[config.mk]
export PLATFORM = sky130hd
export DESIGN_NAME = peripheral_power_gating
export DESIGN_NICKNAME = d
export VERILOG_FILES = /design/src/verilog/power_gating_pkg.sv /design/src/verilog/peripheral_power_gating.sv
export SDC_FILE = /design/constraint.sdc
export NUM_CORES = 1
export LEC_CHECK = 0
export ABC_AREA = 1
export CAP_MARGIN = 40
export CORE_ASPECT_RATIO = 0.9
export CORE_MARGIN = 2
export CORE_UTILIZATION = 64
export CTS_CLUSTER_SIZE = 14
export DETAILED_ROUTE_END_ITERATION = 16
export DONT_BUFFER_PORTS = 1
export PLACE_DENSITY = 0.77
export SLEW_MARGIN = 20
export SYNTH_ARGS = -nofsm -noshare
export SYNTH_HDL_FRONTEND = slang
export SYNTH_SLANG_ARGS = --single-unit
[constraint.sdc]
create_clock -name i_clk_sys -period 1.1 [get_ports i_clk_sys]
set_input_delay 0.22 -clock i_clk_sys [delete_from_list [all_inputs] [get_ports i_clk_sys]]
set_output_delay 0.22 -clock i_clk_sys [all_outputs]
set_load 0.01 [all_outputs]
[src/verilog/power_gating_pkg.sv]
// package: register map, field positions and types for peripheral power gating
package power_gating_pkg;

  // ==========================================
  // register map
  localparam logic [3:0] ctrl_offset = 4'h0;
  localparam logic [3:0] sleep_offset = 4'h1;
  localparam logic [3:0] status_offset = 4'h2;
  localparam logic [7:0] ctrl_reset = 8'h00;
  localparam logic [7:0] sleep_reset = 8'h00;

  // ==========================================
  // control field positions
  localparam int converter_bit = 0;
  localparam int uart_bit = 1;
  localparam int serial_bit = 2;
  localparam int timer_one_bit = 3;
  localparam int reserved_bit = 4;
  localparam int timer_zero_bit = 5;
  localparam logic [7:0] ctrl_write_mask = 8'h2f;

  // ==========================================
  // sleep register field positions
  localparam int sleep_req_bit = 0;
  localparam int mode_lsb = 1;
  localparam int mode_width = 3;

  // ==========================================
  // sleep modes
  typedef enum logic [2:0] {
    mode_idle = 3'h0,
    mode_noise_reduce = 3'h1,
    mode_power_down = 3'h2,
    mode_power_save = 3'h3,
    mode_standby = 3'h6,
    mode_ext_standby = 3'h7
  } sleep_mode_t;

  // ==========================================
  // per-module enables
  typedef struct packed {
    logic timer_zero;
    logic timer_one;
    logic serial_periph;
    logic uart;
    logic converter;
  } module_clk_en_t;

  // analog helper enables
  typedef struct packed {
    logic converter_on;
    logic comparator_on;
    logic comparator_mux_ok;
    logic int_reference_on;
    logic supply_monitor_on;
    logic extended_conv;
  } analog_en_t;

endpackage

[src/verilog/peripheral_power_gating.sv]
// peripheral power gating: per-module clock gates and sleep enable logic
//
// Chosen here: the strobed register port and the placing of the registers.
`timescale 1ns/1ps

// Functional notes
// - bit 5 holds timer zero off
// - bit 3 holds timer one off
// - bit 4 always reads zero
// - bit 2 stops serial interface clock
// - bit 1 stops uart clock
// - comparator mux blocked while converter shut down
// - enabled converter stays on in sleep
// - first conversion after repower is extended
// - comparator off in deep sleep modes
// - internal reference kept while comparator enabled
// - fused supply monitor stays on in sleep
module peripheral_power_gating (
  // clock and reset
  input wire logic i_clk_sys,
  input wire logic i_sys_rst,
  // register port
  input wire logic [3:0] i_addr,
  input wire logic [7:0] i_wdata,
  input wire logic i_wr,
  input wire logic i_rd,
  output logic [7:0] o_rdata,
  // peripheral state inputs
  input wire logic i_converter_enable,
  input wire logic i_conv_start,
  input wire logic i_comparator_enable,
  input wire logic i_comparator_use_mux,
  input wire logic i_comparator_use_ref,
  input wire logic [2:0] i_supply_monitor_level_fuses,
  // module clock enables
  output power_gating_pkg::module_clk_en_t o_clk_en,
  // analog helper enables
  output power_gating_pkg::analog_en_t o_analog
);

  logic [7:0] ctrl_q;
  logic [7:0] sleep_q;
  logic asleep;
  logic [2:0] mode;
  logic comp_allowed;
  logic conv_was_off_q;
  logic extended_q;
  logic monitor_fused;

  // ==========================================
  // address decode shared by the register write processes
  function automatic logic addr_is(input logic [3:0] addr, input logic [3:0] target);
    return addr == target;
  endfunction

  // ==========================================
  // register writes
  // reset clears power bits
  always_ff @(posedge i_clk_sys or posedge i_sys_rst) begin
    if (i_sys_rst) begin
      ctrl_q <= power_gating_pkg::ctrl_reset;
    end else if (i_wr && addr_is(i_addr, power_gating_pkg::ctrl_offset)) begin
      ctrl_q <= i_wdata & power_gating_pkg::ctrl_write_mask;
    end
  end

  // sleep request and mode register
  always_ff @(posedge i_clk_sys or posedge i_sys_rst) begin
    if (i_sys_rst) begin
      sleep_q <= power_gating_pkg::sleep_reset;
    end else if (i_wr && addr_is(i_addr, power_gating_pkg::sleep_offset)) begin
      sleep_q <= {4'h0, i_wdata[3:0]};
    end
  end

  assign asleep = sleep_q[power_gating_pkg::sleep_req_bit];
  assign mode = sleep_q[power_gating_pkg::mode_lsb +: power_gating_pkg::mode_width];
  assign monitor_fused = (i_supply_monitor_level_fuses != 3'h7);

  // comparator allowed only awake, idle or noise reduction
  assign comp_allowed = !asleep || mode == 3'(power_gating_pkg::mode_idle) ||
                        mode == 3'(power_gating_pkg::mode_noise_reduce);

  // ==========================================
  // read data, one cycle after strobe
  always_ff @(posedge i_clk_sys or posedge i_sys_rst) begin
    if (i_sys_rst) begin
      o_rdata <= 8'h00;
    end else if (i_rd) begin
      unique case (i_addr)
        power_gating_pkg::ctrl_offset: o_rdata <= ctrl_q;
        power_gating_pkg::sleep_offset: o_rdata <= sleep_q;
        power_gating_pkg::status_offset: o_rdata <= {2'h0, extended_q, o_analog.supply_monitor_on,
                                                     o_analog.int_reference_on, o_analog.comparator_on,
                                                     o_analog.comparator_mux_ok, o_analog.converter_on};
        default: o_rdata <= 8'h00;
      endcase
    end else begin
      o_rdata <= 8'h00;
    end
  end

  // ==========================================
  // module clock enables; gated modules keep their state, so they resume as before
  always_ff @(posedge i_clk_sys or posedge i_sys_rst) begin
    if (i_sys_rst) begin
      o_clk_en <= '1;
    end else begin
      o_clk_en.timer_zero <= !ctrl_q[power_gating_pkg::timer_zero_bit];
      o_clk_en.timer_one <= !ctrl_q[power_gating_pkg::timer_one_bit];
      o_clk_en.serial_periph <= !ctrl_q[power_gating_pkg::serial_bit];
      o_clk_en.uart <= !ctrl_q[power_gating_pkg::uart_bit];
      // converter gate, software disables converter first
      o_clk_en.converter <= !ctrl_q[power_gating_pkg::converter_bit];
    end
  end

  // ==========================================
  // first conversion after repower is extended
  // remember off period, flag next start
  always_ff @(posedge i_clk_sys or posedge i_sys_rst) begin
    if (i_sys_rst) begin
      conv_was_off_q <= 1'b1;
      extended_q <= 1'b0;
    end else begin
      if (!o_analog.converter_on) begin
        conv_was_off_q <= 1'b1;
      end else if (i_conv_start) begin
        conv_was_off_q <= 1'b0;
      end
      if (i_conv_start && o_analog.converter_on) begin
        extended_q <= conv_was_off_q;
      end
    end
  end

  // ==========================================
  // analog helper enables
  always_ff @(posedge i_clk_sys or posedge i_sys_rst) begin
    if (i_sys_rst) begin
      o_analog <= '0;
    end else begin
      o_analog.converter_on <= i_converter_enable && !ctrl_q[power_gating_pkg::converter_bit];
      o_analog.comparator_on <= i_comparator_enable && comp_allowed;
      // mux blocked while converter shut down
      o_analog.comparator_mux_ok <= i_comparator_use_mux && !ctrl_q[power_gating_pkg::converter_bit];
      // reference follows comparator enable, not sleep
      o_analog.int_reference_on <= i_comparator_enable && i_comparator_use_ref;
      // fused monitor on in every mode
      o_analog.supply_monitor_on <= monitor_fused;
      o_analog.extended_conv <= extended_q;
    end
  end

  // ==========================================
  // assertions
  // timer zero gated one cycle after its bit rises
  a_timer_zero_gate: assert property (@(posedge i_clk_sys) disable iff (i_sys_rst)
    $rose(ctrl_q[5]) |=> !o_clk_en.timer_zero)
    else $error("timer zero not gated");
  a_timer_one_gate: assert property (@(posedge i_clk_sys) disable iff (i_sys_rst)
    ctrl_q[3] && $past(ctrl_q[3]) |-> !o_clk_en.timer_one)
    else $error("timer one not gated");
  a_reserved_zero: assert property (@(posedge i_clk_sys) disable iff (i_sys_rst)
    i_rd && i_addr == 4'h0 |=> o_rdata[4] == 1'b0)
    else $error("reserved bit read nonzero");
  a_serial_gate: assert property (@(posedge i_clk_sys) disable iff (i_sys_rst)
    i_wr && i_addr == 4'h0 && i_wdata[2] |=> ##1 !o_clk_en.serial_periph)
    else $error("serial clock not stopped");
  a_uart_gate: assert property (@(posedge i_clk_sys) disable iff (i_sys_rst)
    i_wr && i_addr == 4'h0 && !i_wdata[1] |=> ##1 o_clk_en.uart)
    else $error("uart clock not resumed");
  a_mux_blocked: assert property (@(posedge i_clk_sys) disable iff (i_sys_rst)
    $past(ctrl_q[0]) |-> !o_analog.comparator_mux_ok)
    else $error("comparator mux used while converter off");
  a_comp_deep: assert property (@(posedge i_clk_sys) disable iff (i_sys_rst)
    $past(asleep) && $past(mode) == 3'h2 |-> !o_analog.comparator_on)
    else $error("comparator on in power down");
  a_conv_sleep: assert property (@(posedge i_clk_sys) disable iff (i_sys_rst)
    $past(i_converter_enable) && !$past(ctrl_q[0]) |-> o_analog.converter_on)
    else $error("converter dropped");
  a_ref_sleep: assert property (@(posedge i_clk_sys) disable iff (i_sys_rst)
    $past(i_comparator_enable) && $past(i_comparator_use_ref) |-> o_analog.int_reference_on)
    else $error("reference dropped");
  a_monitor_on: assert property (@(posedge i_clk_sys) disable iff (i_sys_rst)
    $past(i_supply_monitor_level_fuses) != 3'h7 |-> o_analog.supply_monitor_on)
    else $error("supply monitor dropped");
  a_reset_zero: assert property (@(posedge i_clk_sys)
    $fell(i_sys_rst) |-> ctrl_q == 8'h00)
    else $error("control not zero after reset");

  a_reset_clocks_run: assert property (@(posedge i_clk_sys)
    $fell(i_sys_rst) |-> o_clk_en == 5'h1f)
    else $error("module clocks not running after reset");

  a_timer_zero_follow: assert property (@(posedge i_clk_sys) disable iff (i_sys_rst)
    o_clk_en.timer_zero != $past(ctrl_q[power_gating_pkg::timer_zero_bit]))
    else $error("timer zero enable does not track its bit");

  a_timer_one_follow: assert property (@(posedge i_clk_sys) disable iff (i_sys_rst)
    o_clk_en.timer_one != $past(ctrl_q[power_gating_pkg::timer_one_bit]))
    else $error("timer one enable does not track its bit");

  a_serial_follow: assert property (@(posedge i_clk_sys) disable iff (i_sys_rst)
    o_clk_en.serial_periph != $past(ctrl_q[power_gating_pkg::serial_bit]))
    else $error("serial enable does not track its bit");

  a_uart_follow: assert property (@(posedge i_clk_sys) disable iff (i_sys_rst)
    o_clk_en.uart != $past(ctrl_q[power_gating_pkg::uart_bit]))
    else $error("uart enable does not track its bit");

  a_conv_clk_follow: assert property (@(posedge i_clk_sys) disable iff (i_sys_rst)
    o_clk_en.converter != $past(ctrl_q[power_gating_pkg::converter_bit]))
    else $error("converter enable does not track its bit");

  a_bit4_zero: assert property (@(posedge i_clk_sys) disable iff (i_sys_rst)
    ctrl_q[power_gating_pkg::reserved_bit] == 1'b0)
    else $error("reserved control bit stored");

  a_write_lands: assert property (@(posedge i_clk_sys) disable iff (i_sys_rst)
    $past(i_wr) && $past(i_addr) == power_gating_pkg::ctrl_offset |->
    ctrl_q == ($past(i_wdata) & power_gating_pkg::ctrl_write_mask))
    else $error("control write not stored as masked");

  a_ctrl_read: assert property (@(posedge i_clk_sys) disable iff (i_sys_rst)
    $past(i_rd) && $past(i_addr) == power_gating_pkg::ctrl_offset |-> o_rdata == $past(ctrl_q))
    else $error("control read data wrong");

  a_sleep_read: assert property (@(posedge i_clk_sys) disable iff (i_sys_rst)
    $past(i_rd) && $past(i_addr) == power_gating_pkg::sleep_offset |-> o_rdata == $past(sleep_q))
    else $error("sleep read data wrong");

  a_sleep_upper: assert property (@(posedge i_clk_sys) disable iff (i_sys_rst)
    sleep_q[7:4] == 4'h0)
    else $error("sleep upper bits stored");

  a_status_top: assert property (@(posedge i_clk_sys) disable iff (i_sys_rst)
    $past(i_rd) && $past(i_addr) == power_gating_pkg::status_offset |-> o_rdata[7:6] == 2'h0)
    else $error("status reserved bits nonzero");

  a_unmapped_zero: assert property (@(posedge i_clk_sys) disable iff (i_sys_rst)
    $past(i_rd) && $past(i_addr) > 4'h2 |-> o_rdata == 8'h00)
    else $error("unmapped read nonzero");

  a_rdata_idle: assert property (@(posedge i_clk_sys) disable iff (i_sys_rst)
    !$past(i_rd) |-> o_rdata == 8'h00)
    else $error("read data held past its cycle");

  a_mux_on: assert property (@(posedge i_clk_sys) disable iff (i_sys_rst)
    $past(i_comparator_use_mux) && !$past(ctrl_q[0]) |-> o_analog.comparator_mux_ok)
    else $error("comparator mux withheld");

  a_conv_off_bit: assert property (@(posedge i_clk_sys) disable iff (i_sys_rst)
    $past(ctrl_q[0]) |-> !o_analog.converter_on)
    else $error("converter on while shut down");

  a_conv_off_en: assert property (@(posedge i_clk_sys) disable iff (i_sys_rst)
    !$past(i_converter_enable) |-> !o_analog.converter_on)
    else $error("converter on while disabled");

  a_comp_allowed: assert property (@(posedge i_clk_sys) disable iff (i_sys_rst)
    $past(i_comparator_enable) && $past(comp_allowed) |-> o_analog.comparator_on)
    else $error("comparator dropped while allowed");

  a_comp_off_modes: assert property (@(posedge i_clk_sys) disable iff (i_sys_rst)
    $past(asleep) && $past(mode) > 3'h1 |-> !o_analog.comparator_on)
    else $error("comparator on in deep sleep");

  a_comp_disabled: assert property (@(posedge i_clk_sys) disable iff (i_sys_rst)
    !$past(i_comparator_enable) |-> !o_analog.comparator_on)
    else $error("comparator on while disabled");

  a_ref_off: assert property (@(posedge i_clk_sys) disable iff (i_sys_rst)
    !$past(i_comparator_enable) |-> !o_analog.int_reference_on)
    else $error("reference on while comparator disabled");

  a_monitor_off: assert property (@(posedge i_clk_sys) disable iff (i_sys_rst)
    $past(i_supply_monitor_level_fuses) == 3'h7 |-> !o_analog.supply_monitor_on)
    else $error("supply monitor on while not fused");

  a_off_marks: assert property (@(posedge i_clk_sys) disable iff (i_sys_rst)
    $past(!o_analog.converter_on) |-> conv_was_off_q)
    else $error("off period not remembered");

  a_ext_first: assert property (@(posedge i_clk_sys) disable iff (i_sys_rst)
    $past(i_conv_start) && $past(o_analog.converter_on) && $past(conv_was_off_q) |-> extended_q)
    else $error("first conversion not extended");

  a_ext_later: assert property (@(posedge i_clk_sys) disable iff (i_sys_rst)
    $past(i_conv_start) && $past(o_analog.converter_on) && !$past(conv_was_off_q) |-> !extended_q)
    else $error("later conversion extended");

  a_ext_out: assert property (@(posedge i_clk_sys) disable iff (i_sys_rst)
    o_analog.extended_conv == $past(extended_q))
    else $error("extended output does not follow flag");

endmodule

## Yosys cells after proc, flatten, opt, wreduce, memory -nomap -nowiden

Cells that the tools add are included.
Widths: inputs -> output; s select.

| cells by class | value |
|---|---|
| reduce and logical (&&, ||, !) cells | 17 |
| mux-type cells | 4 |
| equal/unequal tests | 5 |

Operators with widths:

| cell | count |
|---|---|
| $pmux 6 s3 | 1 |
| $mux 8 | 1 |
| $logic_and 1x1->1 | 7 |
| $logic_not 1->1 | 6 |
| $eq 4x1->1 const B | 1 |
| $eq 4x2->1 const B | 1 |
| $logic_not 4->1 | 1 |
| $eq 3x1->1 const B | 1 |
| $logic_not 3->1 | 1 |
| $ne 3x3->1 const B | 1 |
| $logic_or 1x1->1 | 2 |
| $mux 1 | 2 |
| $ne 2x2->1 const B | 1 |

| storage, ports and cells | value |
|---|---|
| output and inout bits | 19 |
| logic and storage cells | 42 |
| bits in registers | 30 |
| input port bits | 24 |

## Depth between registers and ports, before layout

Gate-level depths: netlist of run 1.

| depth | value |
|---|---|
| depth after elaboration | 4 |
| gate-level depth with buffers | 6 |
| mapped depth without buffers | 6 |

## Worst setup path before layout of run 1

No wires, ideal clock.

| path | value |
|---|---|
| path type | input -> register |
| start | input i_addr[0] |
| end | register ctrl_q[0] |
| path buffers | 0 |
| required time | 974 ps |
| arrival time | 729 ps |
| setup slack | 245 ps |
| stages | 4 |
| path through | nor2_2 > nand2_2 > nor2_4 > o21ai_0 |

| on the way | value |
|---|---|
| word-level cells in the longest chain between the ends | 2 |

Ends and longest elaborated chain:

| what | line | text |
|---|---|---|
| from (decl) | peripheral_power_gating.sv:23 | `input wire logic [3:0] i_addr,` |
| $logic_not 4->1 | peripheral_power_gating.sv:53 | `return addr == target;` |
| $logic_and 1x1->1 | peripheral_power_gating.sv:62 | `end else if (i_wr && addr_is(i_addr, power_gating_pkg::ctrl_offset)) begin` |
| to (signal assigned) | peripheral_power_gating.sv:61 | `ctrl_q <= power_gating_pkg::ctrl_reset;` |
| to (signal assigned) | peripheral_power_gating.sv:63 | `ctrl_q <= i_wdata & power_gating_pkg::ctrl_write_mask;` |
| to (decl) | peripheral_power_gating.sv:41 | `logic [7:0] ctrl_q;` |

Every way passes these cells.
A chain may end at the register's enable or synchronous reset.

## Worst setup path in the final report of run 1

| path | value |
|---|---|
| start | register o_clk_en[4] in the netlist's numbering |
| end | output o_clk_en[4] in the netlist's numbering |

RTL lines:

| what | line | text |
|---|---|---|
| from (decl) | peripheral_power_gating.sv:36 | `output power_gating_pkg::module_clk_en_t o_clk_en,` |

No word-level cell between the ends.

==> results.ini, run 1 <==
[power_and_ir_drop]
switchingPower_mw = 0.549
ir_drop_v = 0.00127
p_clk_share_pct = 22.6
pwr-share-seq_pct = 66.1
p_comb_share_pct = 11.3
power.internal_mw = 1.53
power.density_mw_per_mm2 = 1580
p_leak_nw = 0.651
p_sw_share_pct = 26.4

[cells_and_area]
drive_gt1_share_pct = 16.8
area_delta_synth_final_pct = 16.2
fin_nets = 156
fin_area_mm2 = 0.00132
n_antenna_cell = 0

[logic_synthesis]
synth_seq_cells = 28
synthAdderAreaFrac_pct = 0
synth_async_sr_flop_share_pct = 100
synth.distinct_cells = 16
synth_most_common_cell = dfrtp_1
syn-instance-count = 114
synthMuxAreaShare_pct = 0
netlist_area_mm2 = 0.00113
yosys.area.top_type = dfrtp_1
netlist_top_cells_area = dfrtp_1, dfstp_2, nand3_1
yosys_warnings = 0
synth_compound_gate_area_share_pct = 6.52
synth_top_family_by_area = simple AND/OR/NAND/NOR gates
synth_common_cells = dfrtp_1, inv_1, nand3_1, nand2_1, o21ai_0
synth-xor-area-share_pct = 0
yosysSeqAreaShare_pct = 62.5
synth_ff_type = dfrtp_1
syn_avg_cell_area_um2 = 9.93
synth_edf_count = 0
yosys.area_share.simple_pct = 21.7
synth_top_area_share_pct = 48.6

[sta]
hold_viol = 0
max_clock_freq_mhz = 905
fin_skew_ns = 0.00446
finalCritPeriodShare_pct = 100
rsz0062_at_grt = yes
timing.final.ws_setup_ns = -0.00484
slew_violations = 0
setup_violations = 3
period_minus_slack_ns = 1.10
fin_setup_tns_ns = -0.0126

[cts]
cts_buffer_depth = 2
cts-root-buf = clkbuf_4
cts_tree = done
clkLatencyLatePin_ns = 0.31
ctsHtreeMaxLevel = 1
path_clk_slew_ns = 0.14
cts.sinks = 28
post_cts_buffers = 0
cts_made_buffers = 3

[placed_design]
place_ws_ns = 0.187
placed_area_mm2 = 0.00117
gp_congestion = 0.715
portBuffers = 0
hpwl_um = 1410

[global_route]
grt_usage_pct = 21.9
grt_pass1_vias = 816
grt_pass1_wl_um = 3460
grt_max_degree = 29
grt_overflow = 0
antenna_found_initial = 0

[detailed_routing]
routed_wirelength_um = 2130
drc = 0
vias = 802
wl_per_cell_um = 13.7
postRouteAntennaNets = 0
viasPerCell = 5.17
drt_iter0_drc = 9
firstDrtPassIters = 4

[worst_setup_path]
cp_max_fo = 1
worst_ep_arrival_time_ns = 0.88
startpoint_type = flip-flop
required_ns = 0.88
critPathKind = reg2out
end_kind = output pin

[floorplanning]
ios = 43
dieArea_mm2 = 0.00212
start_util_pct = 68.0
die_w_um = 48.3
rows = 14
core_mm2 = 0.00166
die_h_um = 43.9

[run]
maxCapViolations = 0

[outcome]
outcome = finished with violations
failed_checks = negative setup slack

[worst_hold_path]
min_path_type = in2reg

==> layout by cell type (no fill, tap or decap) <==
cell	netlist	layout
dfrtp_1	22	22
inv_1	20	20
nand3_1	20	20
nand2_1	17	17
dlygate4sd3_1	0	11
o21ai_0	10	10
dfstp_2	6	6
nor2_4	4	4
buf_4	2	4
nor2_1	3	3
clkbuf_4	0	3
a21oi_1	2	2
nor2_2	2	2
nand2_2	2	2
conb_1	1	2
a31oi_1	1	1
a21boi_0	1	1
clkbuf_8	0	1
==> worst paths after layout <==
check                            start          end  slack, ns  cells past startpoint
setup / recovery           o_clk_en[4]  o_clk_en[4]     -0.005                      0
hold / removal                    i_rd   o_rdata[5]       0.01                      2
setup reg to reg           o_analog[5]   o_rdata[0]       0.24                      4
hold reg to reg              ctrl_q[3]  o_clk_en[3]       0.41                      1
max in group asynchronous    i_sys_rst  o_clk_en[2]       0.41                      3
min in group asynchronous    i_sys_rst   o_rdata[5]       0.39                      3
==> final cells by class <==
class / count / area [um^2]
multi-input cells: 64 / 327
repair buffers: 15 / 140
well taps: 24 / 30.0
fillers: 114 / 348
flip-flops and latches: 28 / 708
clock buffers: 4 / 36.3
inverters: 20 / 75.1
==> per-layer routing <==
layer  GRT usage (%)  share of wire [%]  up-vias
met5               0                  0        -
met4            10.9               0.66        0
met2            38.3                 53       30
li1                -                  -      389
met3            5.17                5.6        2
met1            26.2                 41      381
==> state kept, by name (all words and copies together), names as in the netlist <==
name / cells
o_analog: 6
o_clk_en: 5
sleep_q: 4
o_rdata: 6
conv_was_off_q: 1
extended_q: 1
ctrl_q: 5
==> per-stage QoR <==
stage          hold slack [ns]  power, mW  cells  util, %
3_3_place_gp             0.184       1.58    140     70.3
2_1_floorplan            0.281       1.52    115        -
5_1_grt                0.00451       2.20    155     79.1
6_report                0.0135       2.08    155     79.1
4_1_cts                0.00133       2.09    153     77.9
3_5_place_dp             0.186       1.59    140     70.3
==> power groups by stage <==
| stage | combinational (mW) | clock (mW) | sequential [mW] |
|---|---|---|---|
| 2_1_floorplan | 0.164 | 0 | 1.36 |
| 3_3_place_gp | 0.187 | 0 | 1.39 |
| 3_5_place_dp | 0.198 | 0 | 1.39 |
| 4_1_cts | 0.229 | 0.489 | 1.38 |
| 5_1_grt | 0.276 | 0.531 | 1.39 |
| 6_report | 0.234 | 0.471 | 1.38 |
==> cell families after synthesis <==
family                 Yosys count
AND/OR/NAND/NOR                 48
AO/OA/AOI/OAI                   14
other                            1
flip-flops                      28
buffers and inverters           23
==> what timing repair did <==
action | CTS | global route
endpoints found under the setup margin | 5 | 5
cloned | 0 | 0
hold endpoints to repair | 32 | 2
hold buffers | 9 | 2
resized for setup | 0 | 0
Note: power is estimated with default switching activity, not from simulation.
==> run 2: changes to the inputs <==
--- a/config.mk
+++ b/config.mk
@@ -7,7 +7,6 @@
 export LEC_CHECK = 0
 export ABC_AREA = 1
 export CAP_MARGIN = 40
-export CORE_ASPECT_RATIO = 0.9
 export CORE_MARGIN = 2
 export CORE_UTILIZATION = 64
 export CTS_CLUSTER_SIZE = 14
==> constraint.sdc (replaced) <==
create_clock -name i_clk_sys -period 1.36 [get_ports i_clk_sys]
set_input_delay 0.272 -clock i_clk_sys [delete_from_list [all_inputs] [get_ports i_clk_sys]]
set_output_delay 0.272 -clock i_clk_sys [all_outputs]
set_load 0.01 [all_outputs]
==> run 2 against run 1 <==
Compared with the run above:
- the run now ends clean
- global-route usage decreased by 3.2 points
- setup slack improved by 0.21 ns
- critical endpoint is now o_clk_en[3]
- register-to-register slack improved by 0.28 ns
- highest routed layer unchanged
- flip-flop and latch count unchanged
- hold slack improved by 0.013 ns
- cell area decreased by 8.7%
==> results.ini, run 2 (synthesis results as in run 1) <==
[detailed_routing]
routed_wirelength_um = 1770
wl_per_cell_um = 12.9
drt_iter0_drc = 13
vias = 762
wl_met3_um = 109
postRouteAntennaNets = 0
topRoutingLayerUsed = met4
firstDrtPassIters = 4
drc = 0
met1Wirelength_um = 736
viasPerCell = 5.56
met2_length_um = 914

[global_route]
grt_pass1_vias = 714
grt_usage_pct = 18.7
grt_pass1_wl_um = 2840
grt_max_degree = 19
antenna_found_initial = 0
grt_overflow = 0

[sta]
hold_viol = 0
fin_setup_tns_ns = 0
slew_violations = 0
hold_slack_ns = 0.0269
timing.final.ws_setup_ns = 0.203
period_minus_slack_ns = 1.16
fin_skew_ns = 0.00666
max_clock_freq_mhz = 864
rsz0062_at_grt = no
finalCritPeriodShare_pct = 85.1
setup_violations = 0

[floorplanning]
start_util_pct = 67.0
rows = 15
dieArea_mm2 = 0.00212
die_w_um = 46.1
ios = 43
die_h_um = 46.1
core_mm2 = 0.00169

[worst_hold_path]
min_path_type = in2reg

[placed_design]
hpwl_um = 1400
gp_congestion = 0.786
portBuffers = 0
place_inst = 132
place_ws_ns = 0.353
placed_area_mm2 = 0.00117

[cts]
ctsHtreeMaxLevel = 1
cts_buffer_depth = 2
cts.sinks = 28
cts_hold_buf = 1
path_clk_slew_ns = 0.14
cts_tree = done
cts-root-buf = clkbuf_4
post_cts_resized = 0
cts_made_buffers = 3
post_cts_buffers = 0
clkLatencyLatePin_ns = 0.31

[power_and_ir_drop]
power.density_mw_per_mm2 = 1330
p_leak_nw = 0.602
power_mw = 1.60
ir_drop_v = 0.000808

[worst_setup_path]
critPathKind = reg2out
cp_max_fo = 1
required_ns = 1.09
startpoint_type = flip-flop
end_kind = output pin
worst_ep_arrival_time_ns = 0.88

[cells_and_area]
fillers = 129
fin_nets = 145
area_delta_synth_final_pct = 6.19
n_antenna_cell = 0
seq_area_um2 = 708
reg.largest.list = o_analog (6), o_rdata (6)
fin_area_mm2 = 0.00120
final_util_pct = 71.2
drive_gt1_share_pct = 16.7
stdcell_count = 137
final_common_cell = dfrtp_1
multi_input_area_um2 = 327
final_cell_mix = dfrtp_1, inv_1, nand3_1

[outcome]
outcome = completed

[run]
maxCapViolations = 0

-- run 2: power breakdown --
group,total [mW],switching [mW],leakage (nW),internal [mW]
registers,1.11,0.111,0.334,0.997
logic,0.161,0.101,0.253,0.0608
clock network,0.328,0.213,0.0150,0.114
total,1.60,0.424,0.602,1.17
-- run 2: cell type report --
class / count / area share, %
tap: 17 / 1.77
sequential: 28 / 58.9
multi-input combinational: 64 / 27.2
clock buffer: 4 / 2.19
inverter: 20 / 6.24
timing repair buffer: 4 / 3.75
-- run 2: path summary, 6_finish.rpt --
path                            depth (start not counted)              to          from  slack (ns)
worst max-delay path                                    0     o_clk_en[3]   o_clk_en[3]        0.20
worst min-delay path                                    1  conv_was_off_q  i_conv_start        0.03
worst max register to register                          4      o_rdata[0]   o_analog[5]        0.52
worst min register to register                          1     o_clk_en[3]     ctrl_q[3]        0.41
max in group asynchronous                               3  conv_was_off_q     i_sys_rst        0.45
min in group asynchronous                               2      o_rdata[1]     i_sys_rst        0.38
-- run 2: per-layer routing --
metal	track usage [%]	vias to the layer above
li1	-	364
met1	23.7	364
met2	31.4	32
met3	3.14	2
met4	8.00	0
met5	0	-
==> run 3: changes to the inputs <==
--- a/config.mk
+++ b/config.mk
@@ -5,13 +5,14 @@
 export SDC_FILE = /design/constraint.sdc
 export NUM_CORES = 1
 export LEC_CHECK = 0
-export ABC_AREA = 1
+export ABC_AREA = 0
 export CAP_MARGIN = 40
 export CORE_MARGIN = 2
 export CORE_UTILIZATION = 64
 export CTS_CLUSTER_SIZE = 14
 export DETAILED_ROUTE_END_ITERATION = 16
 export DONT_BUFFER_PORTS = 1
+export HOLD_SLACK_MARGIN = 0.15
 export PLACE_DENSITY = 0.77
 export SLEW_MARGIN = 20
 export SYNTH_ARGS = -nofsm -noshare
==> run 3 against run 2 <==
Compared with the run above:
- die area shrank 2.7%
- sequential power about the same
- largest power group unchanged
- setup slack lost 0.19 ns
==> results.ini, run 3 <==
[cells_and_area]
reg.largest.list = o_analog (6), o_rdata (6)
fin_area_mm2 = 0.00131
area_delta_synth_final_pct = 19.4
final_cell_mix = dfrtp_1, dlygate4sd3_1, inv_1
final_common_cell = dfrtp_1
fin_nets = 127
n_antenna_cell = 0
drive_gt1_share_pct = 25.5

[power_and_ir_drop]
p_comb_share_pct = 13.6
pwr-share-seq_pct = 64.3
power_mw = 1.74
power.internal_mw = 1.30
power.density_mw_per_mm2 = 1330
p_clk_share_pct = 22.1
p_sw_share_pct = 25.2
ir_drop_v = 0.00120
switchingPower_mw = 0.439
p_leak_nw = 0.623

[logic_synthesis]
yosys_warnings = 0
synth_seq_cells = 28
yosys.area.top_type = dfrtp_1
synth_most_common_cell = dfrtp_1
syn_avg_cell_area_um2 = 13.4
synth_edf_count = 0
netlist_top_cells_area = dfrtp_1, dfstp_2, mux2_4
synth_async_sr_flop_share_pct = 100
netlist_area_mm2 = 0.00110
synth_common_cells = dfrtp_1, inv_1, dfstp_2, nand2_1
synth_ff_type = dfrtp_1
synth.distinct_cells = 21
synth_top_area_share_pct = 50.1
syn-instance-count = 82
yosysSeqAreaShare_pct = 64.5

[run]
maxCapViolations = 0

[floorplanning]
die_h_um = 45.4
core_mm2 = 0.00156
die_w_um = 45.4
rows = 14
start_util_pct = 70.5
ios = 43
dieArea_mm2 = 0.00206

[placed_design]
placed_area_mm2 = 0.00111
portBuffers = 0
hpwl_um = 1310
gp_congestion = 0.753

[worst_setup_path]
cp_max_fo = 5
critPathMaxStageDelay_ns = 0.59
path_common_cell = dlygate4sd3_1
required_ns = 1.63
critPathKind = in2reg
slowest_stage = dlygate4sd3_1
path_cells = dlygate4sd3_1 > nor3_1 > dlygate4sd3_1
worst-path-buf-inv = 2
startpoint_type = primary input
critPathTopFamily = buffers and inverters
worst_ep_arrival_time_ns = 1.61
end_kind = flip-flop

[cts]
cts-root-buf = clkbuf_4
clkLatencyLatePin_ns = 0.32
post_cts_buffers = 0
cts_buffer_depth = 2
path_clk_slew_ns = 0.13
cts_tree = done
cts_made_buffers = 3
ctsHtreeMaxLevel = 1
cts.sinks = 28

[global_route]
grt_usage_pct = 21.6
grt_pass1_wl_um = 3020
grt_max_degree = 29
antenna_found_initial = 0
grt_overflow = 0
grt_pass1_vias = 687

[detailed_routing]
drc = 0
viasPerCell = 5.71
firstDrtPassIters = 4
postRouteAntennaNets = 0
vias = 674
wl_per_cell_um = 16.2
routed_wirelength_um = 1910
drt_iter0_drc = 20

[sta]
setup_violations = 0
finalCritPeriodShare_pct = 98.7
rsz0062_at_grt = no
max_clock_freq_mhz = 745
fin_skew_ns = 0.00111
fin_setup_tns_ns = 0
hold_viol = 0
period_minus_slack_ns = 1.34
slew_violations = 0

[worst_hold_path]
min_path_type = in2reg

[outcome]
outcome = completed

==> run 3: cell count changes after synthesis, sizes merged <==
cell	before	now
nand3	20	3
inv	20	7
nand2	19	6
mux2	0	9
o21ai	10	3
mux2i	0	5
nor2	9	4
nor2b	0	3
a2bb2oi	0	2
and2	0	2
nor3	0	2
or2	0	2
a21boi	1	0
a31oi	1	0
==> run 3: path summary, 6_finish.rpt <==
path,start,end,slack [ns],cells after the start
max,i_addr[0],o_rdata[4],0.02,3
min,i_addr[1],o_rdata[5],0.17,2
min reg2reg,extended_q,o_analog[0],0.42,0
min in group asynchronous,i_sys_rst,o_analog[0],0.43,3
max in group asynchronous,i_sys_rst,o_clk_en[2],0.64,3
max reg2reg,o_analog[1],o_rdata[4],0.11,3
==> run 3: logic make-up after synthesis <==
group           Yosys count  synth area share [%]
simple gates             22                  11.7
mux                      14                  15.1
flops                    28                  64.5
buf+inv                  10                  4.44
other cells               1                 0.341
compound gates            7                  3.87
==> run 3: through the flow <==
stage          util (%)  worst slack (ns)  hold slack (ns)  std cells
6_report           84.1            0.0180            0.166        118
2_1_floorplan         -             0.224            0.333         83
5_1_grt            84.1            0.0224            0.163        118
3_5_place_dp       71.5             0.252            0.243         98
4_1_cts            84.1            0.0354            0.160        118
3_3_place_gp       71.5             0.272            0.235         98
==> run 3: area by class of cell <==
| class | count | area, um^2 |
|---|---|---|
| multi-input combinational | 45 | 345 |
| tap | 16 | 20.0 |
| fill | 86 | 248 |
| sequential | 28 | 708 |
| clock buffer | 4 | 36.3 |
| timing repair buffer | 18 | 175 |
| inverter | 7 | 26.3 |
==> run 3: worst register-to-register path: cells and delay by family, from the launching register on <==
kind | cells | cell delay, ns
buffers and inverters | 1 | 0.56
DFF | 1 | 0.45
and+or+nand+nor | 2 | 0.19
==> run 3: repair_timing <==
item | CTS | global route
hold buffers | 16 | 0
endpoints found under the hold margin | 42 | 0
resized for setup | 0 | 0
==> run 3: metal layers <==
layer / wire [um] / track usage (%) / vias up
li1: - / - / 308
met1: 751 / 25.6 / 325
met2: 963 / 33.8 / 35
met3: 145 / 5.16 / 6
met4: 46 / 15.9 / 0
met5: 0 / 0 / -
==> run 3: power by group through the flow <==
stage	clock, mW	sequential [mW]	combinational [mW]
final	0.386	1.12	0.237
after global routing	0.425	1.14	0.264
after CTS	0.395	1.12	0.239
after detailed placement	0	1.14	0.199
after global placement	0	1.13	0.188
after floorplan	0	1.10	0.179
